### config.mk
export PLATFORM = sky130hd
export DESIGN_NAME = tape_ctrl_sense_error_logic
export DESIGN_NICKNAME = d
export VERILOG_FILES = /design/src/common/tape_sense_pkg.sv /design/src/rtl/tape_ctrl_sense_error_logic.sv
export SDC_FILE = /design/constraint.sdc
export NUM_CORES = 1
export LEC_CHECK = 0
export BUFFER_PORTS_ARGS = -buffer_cell sky130_fd_sc_hd__buf_2
export CORE_UTILIZATION = 51
export CTS_CLUSTER_SIZE = 12
export DETAILED_ROUTE_END_ITERATION = 7
export PLACE_DENSITY = 0.84
export REMOVE_ABC_BUFFERS = 1
export SLEW_MARGIN = 5
export SYNTH_ARGS = -nofsm -noshare
export SYNTH_HDL_FRONTEND = slang
export SYNTH_SLANG_ARGS = --single-unit
### constraint.sdc
create_clock -name clk -period 3.5 [get_ports clk]
set_input_delay 0.175 -clock clk [delete_from_list [all_inputs] [get_ports clk]]
set_output_delay 0.175 -clock clk [all_outputs]
set_load 0.005 [all_outputs]
### src/common/tape_sense_pkg.sv
// Constants for the tape controller sense and error logic.
// Assumes a single clock domain shared with the channel and drive interfaces.
package tape_sense_pkg;
	// Command codes
	localparam logic [7:0] CMD_TEST_IO = 8'h00;
	localparam logic [7:0] CMD_WRITE = 8'h01;
	localparam logic [7:0] CMD_READ = 8'h02;
	localparam logic [7:0] CMD_READ_BACK = 8'h0C;
	localparam logic [7:0] CMD_SENSE = 8'h04;
	localparam logic [7:0] CMD_SNS_CTL_RESERVE = 8'hF4;
	localparam logic [7:0] CMD_SNS_CTL_RELEASE = 8'hD4;
	localparam logic [7:0] CMD_SNS_DRV_RESERVE = 8'hB4;
	localparam logic [7:0] CMD_SNS_DRV_RELEASE = 8'h94;
	localparam logic [7:0] CMD_UNCOND_RESERVE = 8'h14;
	localparam logic [7:0] CMD_NOP = 8'h03;
	localparam logic [7:0] CMD_SET_6250 = 8'hD3;
	localparam logic [7:0] CMD_SET_1600 = 8'hC3;
	localparam logic [7:0] CMD_SET_800 = 8'hCB;
	localparam logic [7:0] CMD_DIAG_MODE = 8'h0B;
	localparam logic [7:0] CMD_LOOP_WR = 8'h8B;
	localparam logic [7:0] CMD_TRACK_ERR = 8'h1B;
	localparam logic [7:0] CMD_SET_DIAG = 8'h4B;
	localparam logic [7:0] CMD_SENSE_TYPE = 8'hE4;
	localparam logic [7:0] CMD_REWIND = 8'h07;
	localparam logic [7:0] CMD_SECURITY_ERASE = 8'h97;
	localparam logic [7:0] CMD_SPACE_FILE = 8'h3F;
	localparam logic [7:0] CMD_BACK_FILE = 8'h2F;
	localparam logic [7:0] CMD_UNLOAD = 8'h0F;
	localparam logic [7:0] CMD_ERASE_GAP = 8'h17;
	localparam logic [7:0] CMD_WRITE_MARK = 8'h1F;
	localparam logic [7:0] CMD_SPACE = 8'h37;
	localparam logic [7:0] CMD_BACK_SPACE = 8'h27;
	localparam logic [7:0] CMD_NORMAL_SPEED = 8'h83;
	localparam logic [7:0] CMD_HIGH_SPEED = 8'hE3;
	// Density codes
	localparam logic [1:0] DENS_800 = 2'h0;
	localparam logic [1:0] DENS_1600 = 2'h1;
	localparam logic [1:0] DENS_6250 = 2'h2;
	// First sense byte bit positions
	localparam int SB0_REJECT = 0;
	localparam int SB0_INTERV = 1;
	localparam int SB0_PARITY = 2;
	localparam int SB0_EQUIP = 3;
	localparam int SB0_DATA = 4;
	localparam int SB0_OVERRUN = 5;
	localparam int SB0_NODATA = 6;
	// Detail flag vectors
	localparam int EQ_W = 15;
	localparam int DCK_W = 18;
	localparam int EQ_MP_ERR = 0;
	localparam int EQ_REJECT_DRIVE = 1;
	// Register map
	localparam int ADDR_W = 4;
	localparam logic [3:0] ADDR_SENSE = 4'h0;
	localparam logic [3:0] ADDR_EQ_DETAIL = 4'h4;
	localparam logic [3:0] ADDR_DCK_DETAIL = 4'h8;
	localparam logic [3:0] ADDR_CTRL = 4'hC;
	localparam int CTRL_COMPAT = 0;
	localparam int CTRL_DUAL_CH = 1;
	localparam logic [1:0] CTRL_RESET = 2'h0;
	localparam logic [1:0] RESP_OKAY = 2'h0;
	localparam logic [1:0] RESP_SLVERR = 2'h2;
endpackage

### src/rtl/tape_ctrl_sense_error_logic.sv
// Sense and error logic of a tape controller, with an AXI4-Lite register slave.
// Assumes command, drive and datapath inputs come from logic on clk.
// Function
// - Report unit check whenever any first sense byte bit is set.
// - Reject write, tape mark or erase gap to a file protected drive.
// - Reject any command code outside the command set.
// - Reject security erase unless chained directly from erase gap.
// - Reject controller reserve/release without dual channel option or when chained.
// - Reject drive reserve, release, unconditional reserve unless first in chain.
// - In compatibility mode reject reserve, release, unconditional reserve, device type.
// - Intervention required on offline, absent, or drive going not ready.
// - Parity check on bad command or data byte; temp fault sets microprogram error.
// - Equipment check on erase noise, microprogram, reject drive, mark, write alarm.
// - Equipment check on tag, block, velocity, overrun, position, parity, gap flags.
// - Equipment check when block begin is missed during the amplification burst.
// - Data check on non erase noise or parity, track, skew, CRC, envelope, compare.
// - Data check on trigger parity, start read, partial, postamble, count overflow.
// - Data check on gap, readback timing, amplification, velocity, buffer, CRC flags.
// - Overrun when service is late; hidden whenever data check is set.
// - On overrun stop data transfer but let the tape operation finish.
// - No-data flag when write or loopback ends before the first byte.
// - Data converter bit of the first sense byte always reads zero.
// - Noise on data check during reads at the two higher densities.
// - Low density noise on noise block or data in stop delay.
// - Noise on any data seen during an erase portion.
// - Two drive status bits encode absent, powered offline, and ready.
//
// Local design decisions: the address map and register access over AXI4-Lite.
`timescale 1ns/10ps
`default_nettype none
module tape_ctrl_sense_error_logic
	import tape_sense_pkg::*;
(
	input wire logic clk,
	input wire logic arst_n,
	input wire logic [tape_sense_pkg::ADDR_W-1:0] s_axi_awaddr,
	input wire logic s_axi_awvalid,
	output logic s_axi_awready,
	input wire logic [31:0] s_axi_wdata,
	input wire logic [3:0] s_axi_wstrb,
	input wire logic s_axi_wvalid,
	output logic s_axi_wready,
	output logic [1:0] s_axi_bresp,
	output logic s_axi_bvalid,
	input wire logic s_axi_bready,
	input wire logic [tape_sense_pkg::ADDR_W-1:0] s_axi_araddr,
	input wire logic s_axi_arvalid,
	output logic s_axi_arready,
	output logic [31:0] s_axi_rdata,
	output logic [1:0] s_axi_rresp,
	output logic s_axi_rvalid,
	input wire logic s_axi_rready,
	input wire logic cmd_valid,
	input wire logic [7:0] cmd_code,
	input wire logic cmd_chained,
	input wire logic cmd_parity_err,
	input wire logic data_parity_err,
	input wire logic temp_hw_fault,
	input wire logic drive_present,
	input wire logic drive_powered,
	input wire logic drive_online,
	input wire logic drive_ready,
	input wire logic drive_file_protect,
	input wire logic op_active,
	input wire logic op_read,
	input wire logic op_write,
	input wire logic op_loopback,
	input wire logic op_erase,
	input wire logic [1:0] density,
	input wire logic at_load_point,
	input wire logic noise_block_detect,
	input wire logic stop_delay_data,
	input wire logic erase_data_detect,
	input wire logic [tape_sense_pkg::EQ_W-1:0] eq_detail_in,
	input wire logic [tape_sense_pkg::DCK_W-1:0] dck_detail_in,
	input wire logic ibg_detect,
	input wire logic auto_read_amp_burst,
	input wire logic block_begin_detect,
	input wire logic service_late,
	input wire logic xfer_byte,
	input wire logic xfer_end,
	input wire logic sense_done,
	output logic unit_check_status,
	output logic [7:0] sense_byte0,
	output logic noise_flag,
	output logic drive_status_a,
	output logic drive_status_b,
	output logic stop_transfer
);
	import tape_sense_pkg::*;

	logic [7:0] sense0_q, sense0_d;
	logic noise_q, noise_d;
	logic overrun_raw_q, overrun_raw_d;
	logic unit_check_q;
	logic [EQ_W-1:0] eq_detail_q;
	logic [DCK_W-1:0] dck_detail_q;
	logic [1:0] ctrl_q;
	logic [7:0] prev_cmd_q;
	logic ready_prev_q;
	logic burst_prev_q, bob_seen_q;
	logic first_byte_q;
	logic stop_xfer_q;
	logic status_a_q, status_b_q;
	logic command_reject_flag, intervention_set, channel_parity_check_flag;
	logic equipment_fault_flag, data_error_flag, service_overrun_flag, no_data_received_flag;
	logic noise_set, dck_base, ara_miss, gap_at_load_point, any_cause;

	function automatic logic cmd_defined(input logic [7:0] c);
		case (c)
			CMD_TEST_IO, CMD_WRITE, CMD_READ, CMD_READ_BACK, CMD_SENSE: cmd_defined = 1'b1;
			CMD_SNS_CTL_RESERVE, CMD_SNS_CTL_RELEASE, CMD_SNS_DRV_RESERVE: cmd_defined = 1'b1;
			CMD_SNS_DRV_RELEASE, CMD_UNCOND_RESERVE, CMD_NOP, CMD_SET_6250: cmd_defined = 1'b1;
			CMD_SET_1600, CMD_SET_800, CMD_DIAG_MODE, CMD_LOOP_WR, CMD_TRACK_ERR: cmd_defined = 1'b1;
			CMD_SET_DIAG, CMD_SENSE_TYPE, CMD_REWIND, CMD_SECURITY_ERASE: cmd_defined = 1'b1;
			CMD_SPACE_FILE, CMD_BACK_FILE, CMD_UNLOAD, CMD_ERASE_GAP: cmd_defined = 1'b1;
			CMD_WRITE_MARK, CMD_SPACE, CMD_BACK_SPACE, CMD_NORMAL_SPEED, CMD_HIGH_SPEED: cmd_defined = 1'b1;
			default: cmd_defined = 1'b0;
		endcase
	endfunction

	wire logic is_write_class = cmd_code == CMD_WRITE || cmd_code == CMD_WRITE_MARK || cmd_code == CMD_ERASE_GAP;
	wire logic is_ctl_resv = cmd_code == CMD_SNS_CTL_RESERVE || cmd_code == CMD_SNS_CTL_RELEASE;
	wire logic is_drv_resv = cmd_code == CMD_SNS_DRV_RESERVE || cmd_code == CMD_SNS_DRV_RELEASE ||
		cmd_code == CMD_UNCOND_RESERVE;
	wire logic hi_density = density == DENS_1600 || density == DENS_6250;

	// Event decode for the current cycle
	always_comb begin
		command_reject_flag = 1'b0;
		if (cmd_valid) begin
			if (is_write_class && drive_file_protect) begin
				command_reject_flag = 1'b1;
			end
			if (!cmd_defined(cmd_code)) begin
				command_reject_flag = 1'b1;
			end
			if (cmd_code == CMD_SECURITY_ERASE && !(cmd_chained && prev_cmd_q == CMD_ERASE_GAP)) begin
				command_reject_flag = 1'b1;
			end
			if (is_ctl_resv && (!ctrl_q[CTRL_DUAL_CH] || cmd_chained)) begin
				command_reject_flag = 1'b1;
			end
			if (is_drv_resv && cmd_chained) begin
				command_reject_flag = 1'b1;
			end
			if (ctrl_q[CTRL_COMPAT] && (is_drv_resv || cmd_code == CMD_SENSE_TYPE)) begin
				command_reject_flag = 1'b1;
			end
		end
		intervention_set = (cmd_valid && (!drive_present || !drive_online)) ||
			(op_active && ready_prev_q && !drive_ready);
		channel_parity_check_flag = (cmd_valid && cmd_parity_err) || data_parity_err || temp_hw_fault;
		ara_miss = burst_prev_q && !auto_read_amp_burst && !bob_seen_q;
		gap_at_load_point = ibg_detect && op_read && at_load_point;
		dck_base = (|dck_detail_in) || (ibg_detect && !gap_at_load_point);
		// Noise sources; the high density term uses data check without noise to avoid a loop
		noise_set = (dck_base && op_read && hi_density) ||
			(density == DENS_800 && ((op_read && noise_block_detect) || stop_delay_data)) ||
			erase_data_detect;
		data_error_flag = dck_base || (noise_set && !op_erase);
		equipment_fault_flag = (|eq_detail_in) || temp_hw_fault || (noise_set && op_erase) ||
			ara_miss || gap_at_load_point;
		service_overrun_flag = service_late && op_active && (op_read || op_write || op_loopback);
		no_data_received_flag = xfer_end && (op_write || op_loopback) && !first_byte_q && !xfer_byte;
		any_cause = command_reject_flag || intervention_set || channel_parity_check_flag ||
			equipment_fault_flag || data_error_flag || service_overrun_flag || no_data_received_flag || noise_set;
	end

	// Sticky flags: a set in the clearing cycle wins
	always_comb begin
		sense0_d = sense_done ? 8'h00 : sense0_q;
		noise_d = (sense_done ? 1'b0 : noise_q) || noise_set;
		overrun_raw_d = (sense_done ? 1'b0 : overrun_raw_q) || service_overrun_flag;
		sense0_d[SB0_REJECT] = sense0_d[SB0_REJECT] || command_reject_flag;
		sense0_d[SB0_INTERV] = sense0_d[SB0_INTERV] || intervention_set;
		sense0_d[SB0_PARITY] = sense0_d[SB0_PARITY] || channel_parity_check_flag;
		sense0_d[SB0_EQUIP] = sense0_d[SB0_EQUIP] || equipment_fault_flag;
		sense0_d[SB0_DATA] = sense0_d[SB0_DATA] || data_error_flag;
		// Raw overrun is kept so it reappears if data check alone is never set
		sense0_d[SB0_OVERRUN] = overrun_raw_d && !sense0_d[SB0_DATA];
		sense0_d[SB0_NODATA] = sense0_d[SB0_NODATA] || no_data_received_flag;
		sense0_d[7] = 1'b0;
	end

	always_ff @(posedge clk or negedge arst_n) begin
		if (!arst_n) begin
			sense0_q <= 8'h00;
			noise_q <= 1'b0;
			overrun_raw_q <= 1'b0;
			unit_check_q <= 1'b0;
		end else begin
			sense0_q <= sense0_d;
			noise_q <= noise_d;
			overrun_raw_q <= overrun_raw_d;
			unit_check_q <= |sense0_d;
		end
	end

	always_ff @(posedge clk or negedge arst_n) begin
		if (!arst_n) begin
			eq_detail_q <= '0;
			dck_detail_q <= '0;
		end else begin
			eq_detail_q <= (sense_done ? '0 : eq_detail_q) | eq_detail_in |
				(EQ_W'(temp_hw_fault) << EQ_MP_ERR);
			dck_detail_q <= (sense_done ? '0 : dck_detail_q) | dck_detail_in;
		end
	end

	// Command history and operation tracking
	always_ff @(posedge clk or negedge arst_n) begin
		if (!arst_n) begin
			prev_cmd_q <= CMD_TEST_IO;
			ready_prev_q <= 1'b0;
			burst_prev_q <= 1'b0;
			bob_seen_q <= 1'b0;
			first_byte_q <= 1'b0;
		end else begin
			if (cmd_valid) begin
				prev_cmd_q <= cmd_code;
			end
			ready_prev_q <= drive_ready;
			burst_prev_q <= auto_read_amp_burst;
			bob_seen_q <= auto_read_amp_burst && (bob_seen_q || block_begin_detect);
			if (xfer_end) begin
				first_byte_q <= 1'b0;
			end else if (xfer_byte) begin
				first_byte_q <= 1'b1;
			end
		end
	end

	// Transfer is cut off on overrun; the motion itself is left to end normally
	always_ff @(posedge clk or negedge arst_n) begin
		if (!arst_n) begin
			stop_xfer_q <= 1'b0;
		end else if (service_overrun_flag) begin
			stop_xfer_q <= 1'b1;
		end else if (!op_active) begin
			stop_xfer_q <= 1'b0;
		end
	end

	always_ff @(posedge clk or negedge arst_n) begin
		if (!arst_n) begin
			status_a_q <= 1'b0;
			status_b_q <= 1'b0;
		end else begin
			status_a_q <= drive_present && drive_powered && drive_online && drive_ready;
			status_b_q <= drive_present && drive_powered && !(drive_online && drive_ready);
		end
	end

	// AXI4-Lite write channel: address and data accepted in either order
	logic awready_q, wready_q, bvalid_q, aw_got_q, w_got_q;
	logic [1:0] bresp_q;
	logic [ADDR_W-1:0] waddr_q;
	logic [31:0] wdata_q;
	logic [3:0] wstrb_q;
	wire logic do_write = aw_got_q && w_got_q && !bvalid_q;

	always_ff @(posedge clk or negedge arst_n) begin
		if (!arst_n) begin
			awready_q <= 1'b0;
			wready_q <= 1'b0;
			aw_got_q <= 1'b0;
			w_got_q <= 1'b0;
			waddr_q <= '0;
			wdata_q <= 32'h00000000;
			wstrb_q <= 4'h0;
		end else begin
			if (s_axi_awvalid && awready_q) begin
				awready_q <= 1'b0;
				aw_got_q <= 1'b1;
				waddr_q <= s_axi_awaddr;
			end else if (do_write) begin
				aw_got_q <= 1'b0;
			end else if (!aw_got_q && !bvalid_q) begin
				awready_q <= 1'b1;
			end
			if (s_axi_wvalid && wready_q) begin
				wready_q <= 1'b0;
				w_got_q <= 1'b1;
				wdata_q <= s_axi_wdata;
				wstrb_q <= s_axi_wstrb;
			end else if (do_write) begin
				w_got_q <= 1'b0;
			end else if (!w_got_q && !bvalid_q) begin
				wready_q <= 1'b1;
			end
		end
	end

	always_ff @(posedge clk or negedge arst_n) begin
		if (!arst_n) begin
			bvalid_q <= 1'b0;
			bresp_q <= RESP_OKAY;
			ctrl_q <= CTRL_RESET;
		end else if (do_write) begin
			bvalid_q <= 1'b1;
			bresp_q <= (waddr_q[3:2] == ADDR_CTRL[3:2] || waddr_q[3:2] == ADDR_SENSE[3:2] ||
				waddr_q[3:2] == ADDR_EQ_DETAIL[3:2] || waddr_q[3:2] == ADDR_DCK_DETAIL[3:2]) ?
				RESP_OKAY : RESP_SLVERR;
			if (waddr_q[3:2] == ADDR_CTRL[3:2] && wstrb_q[0]) begin
				ctrl_q <= wdata_q[1:0];
			end
		end else if (bvalid_q && s_axi_bready) begin
			bvalid_q <= 1'b0;
		end
	end

	// AXI4-Lite read channel; status registers are read only
	logic arready_q, rvalid_q;
	logic [31:0] rdata_q;
	logic [1:0] rresp_q;

	always_ff @(posedge clk or negedge arst_n) begin
		if (!arst_n) begin
			arready_q <= 1'b0;
			rvalid_q <= 1'b0;
			rdata_q <= 32'h00000000;
			rresp_q <= RESP_OKAY;
		end else if (s_axi_arvalid && arready_q) begin
			arready_q <= 1'b0;
			rvalid_q <= 1'b1;
			rresp_q <= RESP_OKAY;
			case (s_axi_araddr[3:2])
				ADDR_SENSE[3:2]: rdata_q <= {21'h0, status_b_q, status_a_q, noise_q, sense0_q};
				ADDR_EQ_DETAIL[3:2]: rdata_q <= {17'h0, eq_detail_q};
				ADDR_DCK_DETAIL[3:2]: rdata_q <= {14'h0, dck_detail_q};
				ADDR_CTRL[3:2]: rdata_q <= {30'h0, ctrl_q};
				default: begin
					rdata_q <= 32'h00000000;
					rresp_q <= RESP_SLVERR;
				end
			endcase
		end else if (rvalid_q && s_axi_rready) begin
			rvalid_q <= 1'b0;
		end else if (!rvalid_q) begin
			arready_q <= 1'b1;
		end
	end

	assign s_axi_awready = awready_q;
	assign s_axi_wready = wready_q;
	assign s_axi_bvalid = bvalid_q;
	assign s_axi_bresp = bresp_q;
	assign s_axi_arready = arready_q;
	assign s_axi_rvalid = rvalid_q;
	assign s_axi_rdata = rdata_q;
	assign s_axi_rresp = rresp_q;
	assign unit_check_status = unit_check_q;
	assign sense_byte0 = sense0_q;
	assign noise_flag = noise_q;
	assign drive_status_a = status_a_q;
	assign drive_status_b = status_b_q;
	assign stop_transfer = stop_xfer_q;
endmodule
`default_nettype wire

==> flow_metrics.tcl, run 1 <==
set metrics [dict create \
    instances_no_fill 592 \
    outcome "finished, final reports clean" \
    nNetsFinal 606 \
    skew_ns 0.0145 \
    grt_antenna_before_repair 0 \
    layout-drive-gt1-share_pct 33.7 \
    cts_setup_buffers 0 \
    finalHoldViolCount 0 \
    core-area_um2 7730 \
    initial_core_util_pct 52.6 \
    max_cap_violations 0 \
    ios 174 \
    crit_path_end_kind "flip-flop" \
    cts_buffer_depth 2 \
    post_cts_resized 0 \
    relSlewSlack_pct 28.6 \
    routedWlPerCell_um 15.9 \
    critical-path-max-stage-delay_ns 0.53 \
    cts_buffers 9 \
    tightest_slew_ns 1.07 \
    syn-cell-area_um2 4060 \
    synth_top_flop_cell "dfrtp_1" \
    crit_required_ns 3.73 \
    cp.arrival_ns 2.30 \
    max_clock_freq_ghz 0.484 \
    vias_per_cell 5.48 \
    place_hpwl_um 7050 \
    drtPass1Iterations 4 \
    synthToLayoutAreaGrowth_pct 21.7 \
    drc 0 \
    grt_overflow 0 \
    die_area_um2 8330 \
    vdd_ir_drop_max_mv 0.352 \
    ys_types 53 \
    place.gp.congestion 0.851 \
    critPathTopFamily "simple AND/OR/NAND/NOR gates" \
    setup_viol_count_final 0 \
    clock_sinks 91 \
    worstPathCellList "dlygate4sd3_1 > buf_2 > nor4_1 > nand4_1 > nor4_4 > o221ai_2 > nor4_2 > nand4_1" \
    syn_avg_cell_area_um2 11.2 \
    holdCritPathClass "in2reg" \
    grt_pass1_vias 3168 \
    worst-path-buf-inv 2 \
    ys_ff_latch 91 \
    place_inst 569 \
    tritoncts "done" \
    slew_viol_final 0 \
    cp_common_cell "nand4_1" \
    antenna_cells 0 \
    p_total_mw 2.65 \
    synth_warnings 0 \
    setup_tns_ns 0 \
    postCtsHoldBufs 6 \
    period_needed_ns 2.07 \
    cp_slowest_cell "dlygate4sd3_1" \
    die_w_um 91.3 \
    wirelength_um 9390 \
    cp_max_fo 3 \
    grt_pass1_wl_um 15400 \
    synthArstFlopShare_pct 100 \
    rsz0062_at_grt "no" \
    rows 32 \
    yosysSeqAreaShare_pct 56.0 \
    synth_edf_count 0 \
    start_kind "input port" \
    die_height_um 91.3 \
    io_buffers 118 \
    grtUsageTotal_pct 24.1 \
    clk_latency_ns 0.36 \
    syn_inst 363 \
    fin_crit_sh_pct 59.1 \
    p_leak_nw 2.39 \
    htree_levels 3 \
    cts-root-buf "clkbuf_8" \
    num_vias 3245 \
    final_util_pct 64.0 \
    power.density_nw_per_um2 537 \
    dr.first_iter.drc_count 103 \
    clkTransAtPathRegs_ns 0.09 \
    ant_nets 0 \
    grt_max_degree 63 \
    critical_path_class "in2reg" \
]
## registers in the layout, summed over array words and instances (netlist names), 2 cells and up
signal        cells
wdata_q           2
s_axi_rdata      18
waddr_q           2
dck_detail_q     18
sense_byte0       7
eq_detail_q      15
ctrl_q            2
prev_cmd_q        8
## layout by cell type, fill, tap and decap left out, types with 2 or more instances in the layout
cell           instances
buf_2                117
dfrtp_1               91
a21o_1                34
nand2_1               32
o21ai_0               25
nor2_1                20
conb_1                18
mux2_2                17
a21oi_1               11
inv_1                 10
clkbuf_8              10
nor4_1                 9
nand3_1                8
mux2i_1                8
dlygate4sd3_1          7
nand4_1                6
nor2b_1                5
a22oi_1                5
o21a_1                 4
o211ai_1               3
nor3_1                 3
a31oi_1                3
a22o_1                 3
buf_4                  3
o311ai_0               2
nor3b_1                2
nand4b_1               2
mux4_2                 2
clkinvlp_4             2
inv_6                  2
## per-layer routing
metal  wire length (um)  GRT usage, %
met5                  0             0
met1               4110          31.5
met2               4570          40.1
met3                579          5.28
met4                133          8.33
## cell families after synthesis
family / count (synthesis) / synth area share [%]
compound gates: 101 / 17.1
buf+inv: 44 / 5.88
simple gates: 98 / 12.8
flops: 91 / 56.0
fa+ha+maj: 1 / 0.308
other cells: 1 / 0.0923
mux: 27 / 7.79
## synthesized netlist by cell type (3+ instances only)
cell | instances | area (um2)
dfrtp_1 | 91 | 2280
a21o_1 | 34 | 255
nand2_1 | 32 | 120
o21ai_0 | 25 | 125
nor2_1 | 20 | 75.1
buf_4 | 18 | 135
mux2_2 | 17 | 191
a21oi_1 | 11 | 55.1
inv_1 | 10 | 37.5
nor4_1 | 9 | 56.3
clkbuf_1 | 8 | 30.0
mux2i_1 | 8 | 80.1
nand3_1 | 8 | 40.0
nand4_1 | 6 | 37.5
a22oi_1 | 5 | 37.5
nor2b_1 | 5 | 31.3
buf_2 | 4 | 20.0
o21a_1 | 4 | 30.0
a22o_1 | 3 | 26.3
a31oi_1 | 3 | 18.8
nor3_1 | 3 | 15.0
o211ai_1 | 3 | 22.5
## power breakdown
part	total [mW]	leakage [nW]	internal, mW	switching, mW
clock network	0.737	0.0995	0.356	0.382
registers	1.37	1.05	1.25	0.119
logic	0.549	1.24	0.276	0.274
total	2.65	2.39	1.88	0.775
## final cells by class
| type | count | area (um2) |
|---|---|---|
| multi-input combinational | 245 | 1610 |
| fill | 650 | 2780 |
| tap | 102 | 128 |
| timing repair buffer | 127 | 678 |
| sequential | 91 | 2280 |
| clock inverter | 6 | 71.3 |
| clock buffer | 10 | 138 |
| inverter | 11 | 41.3 |
## final timing paths
check,startpoint,slack (ns),cells past startpoint,endpoint
setup / recovery,dck_detail_in[8],1.43,8,unit_check_status
hold / removal,eq_detail_in[3],0.01,2,eq_detail_q[3]
setup reg to reg,sense_byte0[3],1.81,6,unit_check_status
hold reg to reg,dck_detail_q[0],0.49,1,dck_detail_q[0]
max in group asynchronous,arst_n,2.18,3,prev_cmd_q[6]
min in group asynchronous,arst_n,0.42,2,s_axi_rdata[11]
## per-stage QoR
stage | worst slack (ns) | cell area (um2) | hold WS [ns]
finish | 1.43 | 4940 | 0.0139
global route | 1.28 | 4940 | 0.000500
CTS | 1.77 | 4930 | 0.000180
detailed placement | 1.42 | 4670 | 0.303
global placement | 1.44 | 4670 | 0.290
floorplan | 1.96 | 3930 | -0.121
Power figures use the tool's default switching activity.
==> run 2: changes to the inputs <==
--- a/config.mk
+++ b/config.mk
@@ -6,10 +6,10 @@
 export NUM_CORES = 1
 export LEC_CHECK = 0
 export BUFFER_PORTS_ARGS = -buffer_cell sky130_fd_sc_hd__buf_2
-export CORE_UTILIZATION = 51
+export CORE_UTILIZATION = 43
 export CTS_CLUSTER_SIZE = 12
 export DETAILED_ROUTE_END_ITERATION = 7
-export PLACE_DENSITY = 0.84
+export PLACE_DENSITY = 0.75
 export REMOVE_ABC_BUFFERS = 1
 export SLEW_MARGIN = 5
 export SYNTH_ARGS = -nofsm -noshare
==> constraint.sdc (replaced) <==
create_clock -name clk -period 1.8 [get_ports clk]
set_input_delay 0.09 -clock clk [delete_from_list [all_inputs] [get_ports clk]]
set_output_delay 0.09 -clock clk [all_outputs]
set_load 0.005 [all_outputs]
==> run 2 against run 1 <==
Effect of this change: critical path depth is 2 lower; flip-flop and latch count stayed put; sequential share of layout area is 4.8 points lower; global-route usage is 1.2 points lower; hold slack worse by 0.0050 ns; register-to-register slack worse by 1.6 ns; clock-buffer cell count is 1 lower; total power is 100% higher; clock power is 95% higher; highest routed layer unchanged.
==> flow_metrics.tcl, run 2 (synthesis gave the netlist of run 1 again) <==
set metrics [dict create \
    outcome "finished, final reports clean" \
    clk_latency_ns 0.36 \
    skew_ns 0.0139 \
    tritoncts "done" \
    fin_crit_sh_pct 88.3 \
    power.density_nw_per_um2 962 \
    grt_max_degree 71 \
    wirelength_um 10700 \
    holdCritPathClass "in2reg" \
    worst_slack_ns 0.210 \
    cp_slowest_cell "dfrtp_1" \
    core-area_um2 9200 \
    min-delay-start "data_parity_err" \
    htree_levels 3 \
    dp_slack_ns -0.201 \
    cts_setup_buffers 0 \
    multiInputGateArea_um2 1620 \
    routedWlPerCell_um 16.3 \
    worstRegToRegCells 6 \
    cts_buffers 9 \
    final_common_cell "buf_2" \
    ant_nets 0 \
    finalHoldViolCount 0 \
    synthToLayoutAreaGrowth_pct 35.8 \
    crit_required_ns 2.03 \
    clkTransAtPathRegs_ns 0.10 \
    cts_buffer_depth 2 \
    critical-path-max-stage-delay_ns 0.41 \
    cp.arrival_ns 1.82 \
    grtUsageTotal_pct 23.0 \
    sw_frac_of_total_pct 29.8 \
    dr.first_iter.drc_count 161 \
    start_kind "flip-flop" \
    max_cap_violations 0 \
    whs_path_depth 3 \
    rsz0062_at_grt "no" \
    ios 174 \
    num_vias 3519 \
    instances_no_fill 660 \
    rr_endpoint "unit_check_status" \
    initial_core_util_pct 44.2 \
    setup_viol_count_final 0 \
    vdd_ir_drop_max_mv 0.596 \
    worstPathCellList "inv_1 > o2111ai_1 > a2111oi_2 > o21ai_2 > nor4_2 > nand4_1" \
    clock_sinks 91 \
    io_buffers 118 \
    slew_viol_final 0 \
    vias_per_cell 5.33 \
    layout-drive-gt1-share_pct 33.7 \
    place.gp.congestion 0.812 \
    rows 35 \
    crit_path_end_kind "flip-flop" \
    cts-root-buf "clkbuf_8" \
    comb_power_share_pct 22.5 \
    seq_power_share_pct 50.3 \
    power_frac_clock_pct 27.2 \
    antenna_cells 0 \
    period_needed_ns 1.59 \
    die_area_um2 9840 \
    max_clock_freq_ghz 0.629 \
    p_leak_nw 2.67 \
    die_height_um 99.2 \
    nNetsFinal 665 \
    place_inst 598 \
    intPower_mw 3.72 \
    critical_path_class "reg2reg" \
    register_area_um2 2280 \
    grt_overflow 0 \
    cp_max_fo 3 \
    grt_pass1_wl_um 17400 \
    p_switching_mw 1.58 \
    grt_antenna_before_repair 0 \
    drtPass1Iterations 4 \
    timing.rr.start "sense_byte0[3]" \
    p_total_mw 5.31 \
    final_cell_mix "buf_2, dfrtp_1, dlygate4sd3_1, a21o_1, nand2_1" \
    drc 0 \
    min_delay_worst_endpoint "sense_byte0[2]" \
    die_w_um 99.2 \
    grt_pass1_vias 3510 \
    reg2reg_slack_ns 0.21 \
    place_hpwl_um 7450 \
    nFillCells 748 \
]
-- run 2: cell types whose count changed in the layout (fill, tap and decap cells not counted), sizes merged --
cell / change
dlygate4sd3: +39
buf: +19
clkbuf: -1
clkinv: +1
clkinvlp: -1
dlymetal6s4s: +1
inv: +1
-- run 2: layout make-up --
class / count / share of cell area, %
Tap cell: 111 / 2.52
Inverter: 11 / 0.748
Clock buffer: 9 / 2.24
Sequential cell: 91 / 41.3
Clock inverter: 7 / 1.52
Multi-Input combinational cell: 245 / 29.3
Timing Repair Buffer: 186 / 22.4
-- run 2: through the flow --
stage	util [%]	hold WS, ns	setup TNS [ns]	instance area (um2)
after floorplan	-	-0.206	0	3930
after global placement	52.6	-0.00757	-0.172	4840
after detailed placement	52.6	-0.00275	-0.201	4840
after CTS	59.9	0.00136	0	5510
after global routing	60.0	0.00986	0	5520
final	60.0	0.00889	0	5520
-- run 2: power groups by stage --
| stage | Sequential (mW) | Combinational [mW] | Clock [mW] |
|---|---|---|---|
| 6_report | 2.67 | 1.20 | 1.44 |
| 5_1_grt | 2.72 | 1.33 | 1.55 |
| 4_1_cts | 2.67 | 1.19 | 1.46 |
| 3_5_place_dp | 2.71 | 1.11 | 0 |
| 3_3_place_gp | 2.69 | 1.08 | 0 |
| 2_1_floorplan | 2.68 | 0.523 | 0 |
-- run 2: worst max path at each step --
stage,end,from,slack [ns]
floorplan,unit_check_status,sense_byte0[3],0.32
global placement,unit_check_status,dck_detail_in[6],-0.17
detailed placement,unit_check_status,dck_detail_in[16],-0.20
CTS,unit_check_status,dck_detail_in[11],0.0001
global route,unit_check_status,sense_byte0[3],0.02
finish,unit_check_status,sense_byte0[3],0.21
-- run 2: layer usage --
metal | part of all wire (%) | track usage [%] | vias to the layer above
met1 | 43 | 29.8 | 1696
met4 | 2.2 | 7.58 | 0
met5 | 0 | 0 | -
li1 | - | - | 1639
met3 | 5.7 | 4.57 | 20
met2 | 49 | 38.8 | 164
-- run 2: what timing repair did --
action,in CTS,in global routing
endpoints found under the setup margin,0,1
gates resized for setup,0,2
hold buffers,46,1
endpoints found under the hold margin,74,1
-- run 2: critical path, delay by kind of cell, from the launching register on --
| kind | cells | cell delay, ns |
|---|---|---|
| AO/OA/AOI/OAI | 3 | 0.59 |
| flip-flops | 1 | 0.41 |
| AND/OR/NAND/NOR | 2 | 0.41 |
| buffers and inverters | 1 | 0.06 |
==> run 3: changes to the inputs <==
--- a/config.mk
+++ b/config.mk
@@ -6,10 +6,11 @@
 export NUM_CORES = 1
 export LEC_CHECK = 0
 export BUFFER_PORTS_ARGS = -buffer_cell sky130_fd_sc_hd__buf_2
-export CORE_UTILIZATION = 43
+export CORE_MARGIN = 10
+export CORE_UTILIZATION = 40
 export CTS_CLUSTER_SIZE = 12
 export DETAILED_ROUTE_END_ITERATION = 7
-export PLACE_DENSITY = 0.75
+export PLACE_DENSITY = 0.71
 export REMOVE_ABC_BUFFERS = 1
 export SLEW_MARGIN = 5
 export SYNTH_ARGS = -nofsm -noshare
==> run 3 against run 2 <==
Effect of this change: via count shrank 1.1%; largest power group unchanged; clock power shrank 3%; critical path type is now in2reg; first-iteration DRC count grew 44%; design area shrank 0.34%.
==> flow_metrics.tcl, run 3 (synthesis gave the netlist of run 1 again) <==
set metrics [dict create \
    outcome "finished, final reports clean" \
    vias_per_cell 5.12 \
    max_clock_freq_ghz 0.590 \
    cp.arrival_ns 1.91 \
    grt_antenna_before_repair 1 \
    wirelength_um 12000 \
    rsz0062_at_grt "no" \
    power.density_nw_per_um2 959 \
    worst-path-buf-inv 2 \
    placed_area_um2 4870 \
    register_area_um2 2280 \
    crit_cells 8 \
    period_needed_ns 1.70 \
    cp_max_fo 3 \
    final_area_um2 5500 \
    rows 36 \
    timing.hold.ws_ns 0.0130 \
    num_vias 3482 \
    grt_pass1_wl_um 19700 \
    skew_ns 0.0188 \
    fin_crit_sh_pct 94.2 \
    routedWlPerCell_um 17.7 \
    die_area_um2 14600 \
    cts_buffers 9 \
    grtUsageTotal_pct 16.7 \
    cts_buffer_depth 2 \
    setup_viol_count_final 0 \
    final_cell_mix "buf_2, dfrtp_1, dlygate4sd3_1, a21o_1, nand2_1" \
    max_cap_violations 0 \
    endpoint "unit_check_status" \
    timing.rr.start "sense_byte0[3]" \
    multiInputGateArea_um2 1610 \
    ant_nets 0 \
    io_buffers 118 \
    grt_pass1_vias 3752 \
    synthToLayoutAreaGrowth_pct 35.3 \
    layout-drive-gt1-share_pct 33.7 \
    vdd_ir_drop_max_mv 0.615 \
    finalHoldViolCount 0 \
    die_w_um 121 \
    worstPathCellList "buf_2 > nor4_1 > buf_4 > nand4_1 > nor4_4 > o221ai_2 > nor4_2 > nand4_1" \
    final_common_cell "buf_2" \
    critical-path-max-stage-delay_ns 0.41 \
    drc 0 \
    nNetsFinal 662 \
    dp_slack_ns -0.263 \
    clkTransAtPathRegs_ns 0.10 \
    clock_sinks 91 \
    crit_required_ns 2.01 \
    tightest_slew_ns 0.597 \
    start_kind "input port" \
    ios 174 \
    grt_overflow 0 \
    initial_core_util_pct 41.4 \
    clk_latency_ns 0.36 \
    worstRegToRegCells 6 \
    crit_path_end_kind "flip-flop" \
    place_hpwl_um 9160 \
    drtPass1Iterations 4 \
    relSlewSlack_pct 60.1 \
    tritoncts "done" \
    die_height_um 121 \
    worst_slack_ns 0.105 \
    slew_viol_final 0 \
    cp_slowest_cell "nor4_1" \
    htree_levels 3 \
    core-area_um2 9820 \
    grt_max_degree 43 \
    place.gp.congestion 0.862 \
    cp-startpoint "dck_detail_in[2]" \
    reg2reg_slack_ns 0.15 \
    cp_common_cell "nand4_1" \
    final_util_pct 56.0 \
    cts-root-buf "clkbuf_8" \
    critical_path_class "in2reg" \
    dr.first_iter.drc_count 232 \
    critPathTopFamily "simple AND/OR/NAND/NOR gates" \
    rr_endpoint "unit_check_status" \
    holdCritPathClass "in2reg" \
    p_leak_nw 2.64 \
    nFillCells 865 \
]
==> run 3: changes by cell type in the layout (fill, tap and decap cells not counted) <==
cell	delta
dlygate4sd3_1	-3
buf_2	+1
clkbuf_1	+1
diode_2	+1
dlymetal6s4s_1	-1
inv_8	-1
o21ai_1	+1
o21ai_2	-1
==> run 3: power by group <==
group / leakage [nW] / internal, mW / switching, mW
registers: 1.05 / 2.43 / 0.254
logic: 1.50 / 0.620 / 0.582
clock network: 0.0975 / 0.657 / 0.730
==> run 3: metrics by stage <==
step | std cells | TNS [ns] | power (mW)
6_report | 680 | 0 | 5.27
5_1_grt | 680 | 0 | 5.63
2_1_floorplan | 347 | 0 | 3.20
3_5_place_dp | 620 | -0.263 | 3.86
3_3_place_gp | 620 | -0.238 | 3.81
4_1_cts | 679 | 0 | 5.32
==> run 3: worst register-to-register path, cell delays in order (launching register included) <==
cell	delay, ns
dfrtp_1	0.39
inv_1	0.06
o2111ai_1	0.16
a2111oi_2	0.32
o21ai_1	0.16
nor4_2	0.31
nand4_1	0.13
==> run 3: cell type report <==
type	count	share of cell area, %
inverter	11	0.751
clock buffer	10	2.32
timing repair buffer	183	21.8
sequential	91	41.4
antenna	1	0.0455
multi-input combinational	245	29.3
tap	133	3.03
clock inverter	6	1.32
==> run 3: worst min-delay path by stage <==
stage | from | end | slack [ns] | depth (start not counted)
2_1_floorplan | arst_n | aw_got_q | -0.21 | 0
3_3_place_gp | arst_n | s_axi_rdata[6] | 0.11 | 1
3_5_place_dp | arst_n | s_axi_rdata[6] | 0.11 | 1
4_1_cts | cmd_parity_err | sense_byte0[2] | 0.001 | 3
5_1_grt | eq_detail_in[6] | eq_detail_q[6] | 0.004 | 3
6_report | eq_detail_in[6] | eq_detail_q[6] | 0.01 | 3
==> run 3: layer usage <==
metal	vias to the layer above	share of wire, %	global-route usage, %
met5	-	0	0
met4	0	1.1	3.85
met3	9	8.8	6.05
met2	133	49	28.0
met1	1711	41	20.2
li1	1629	-	-
==> run 3: repair_timing <==
action	CTS	global route
hold buffers	43	0
endpoints found under the setup margin	0	1
endpoints found under the hold margin	82	0
resized for setup	0	0
setup buffers	0	0
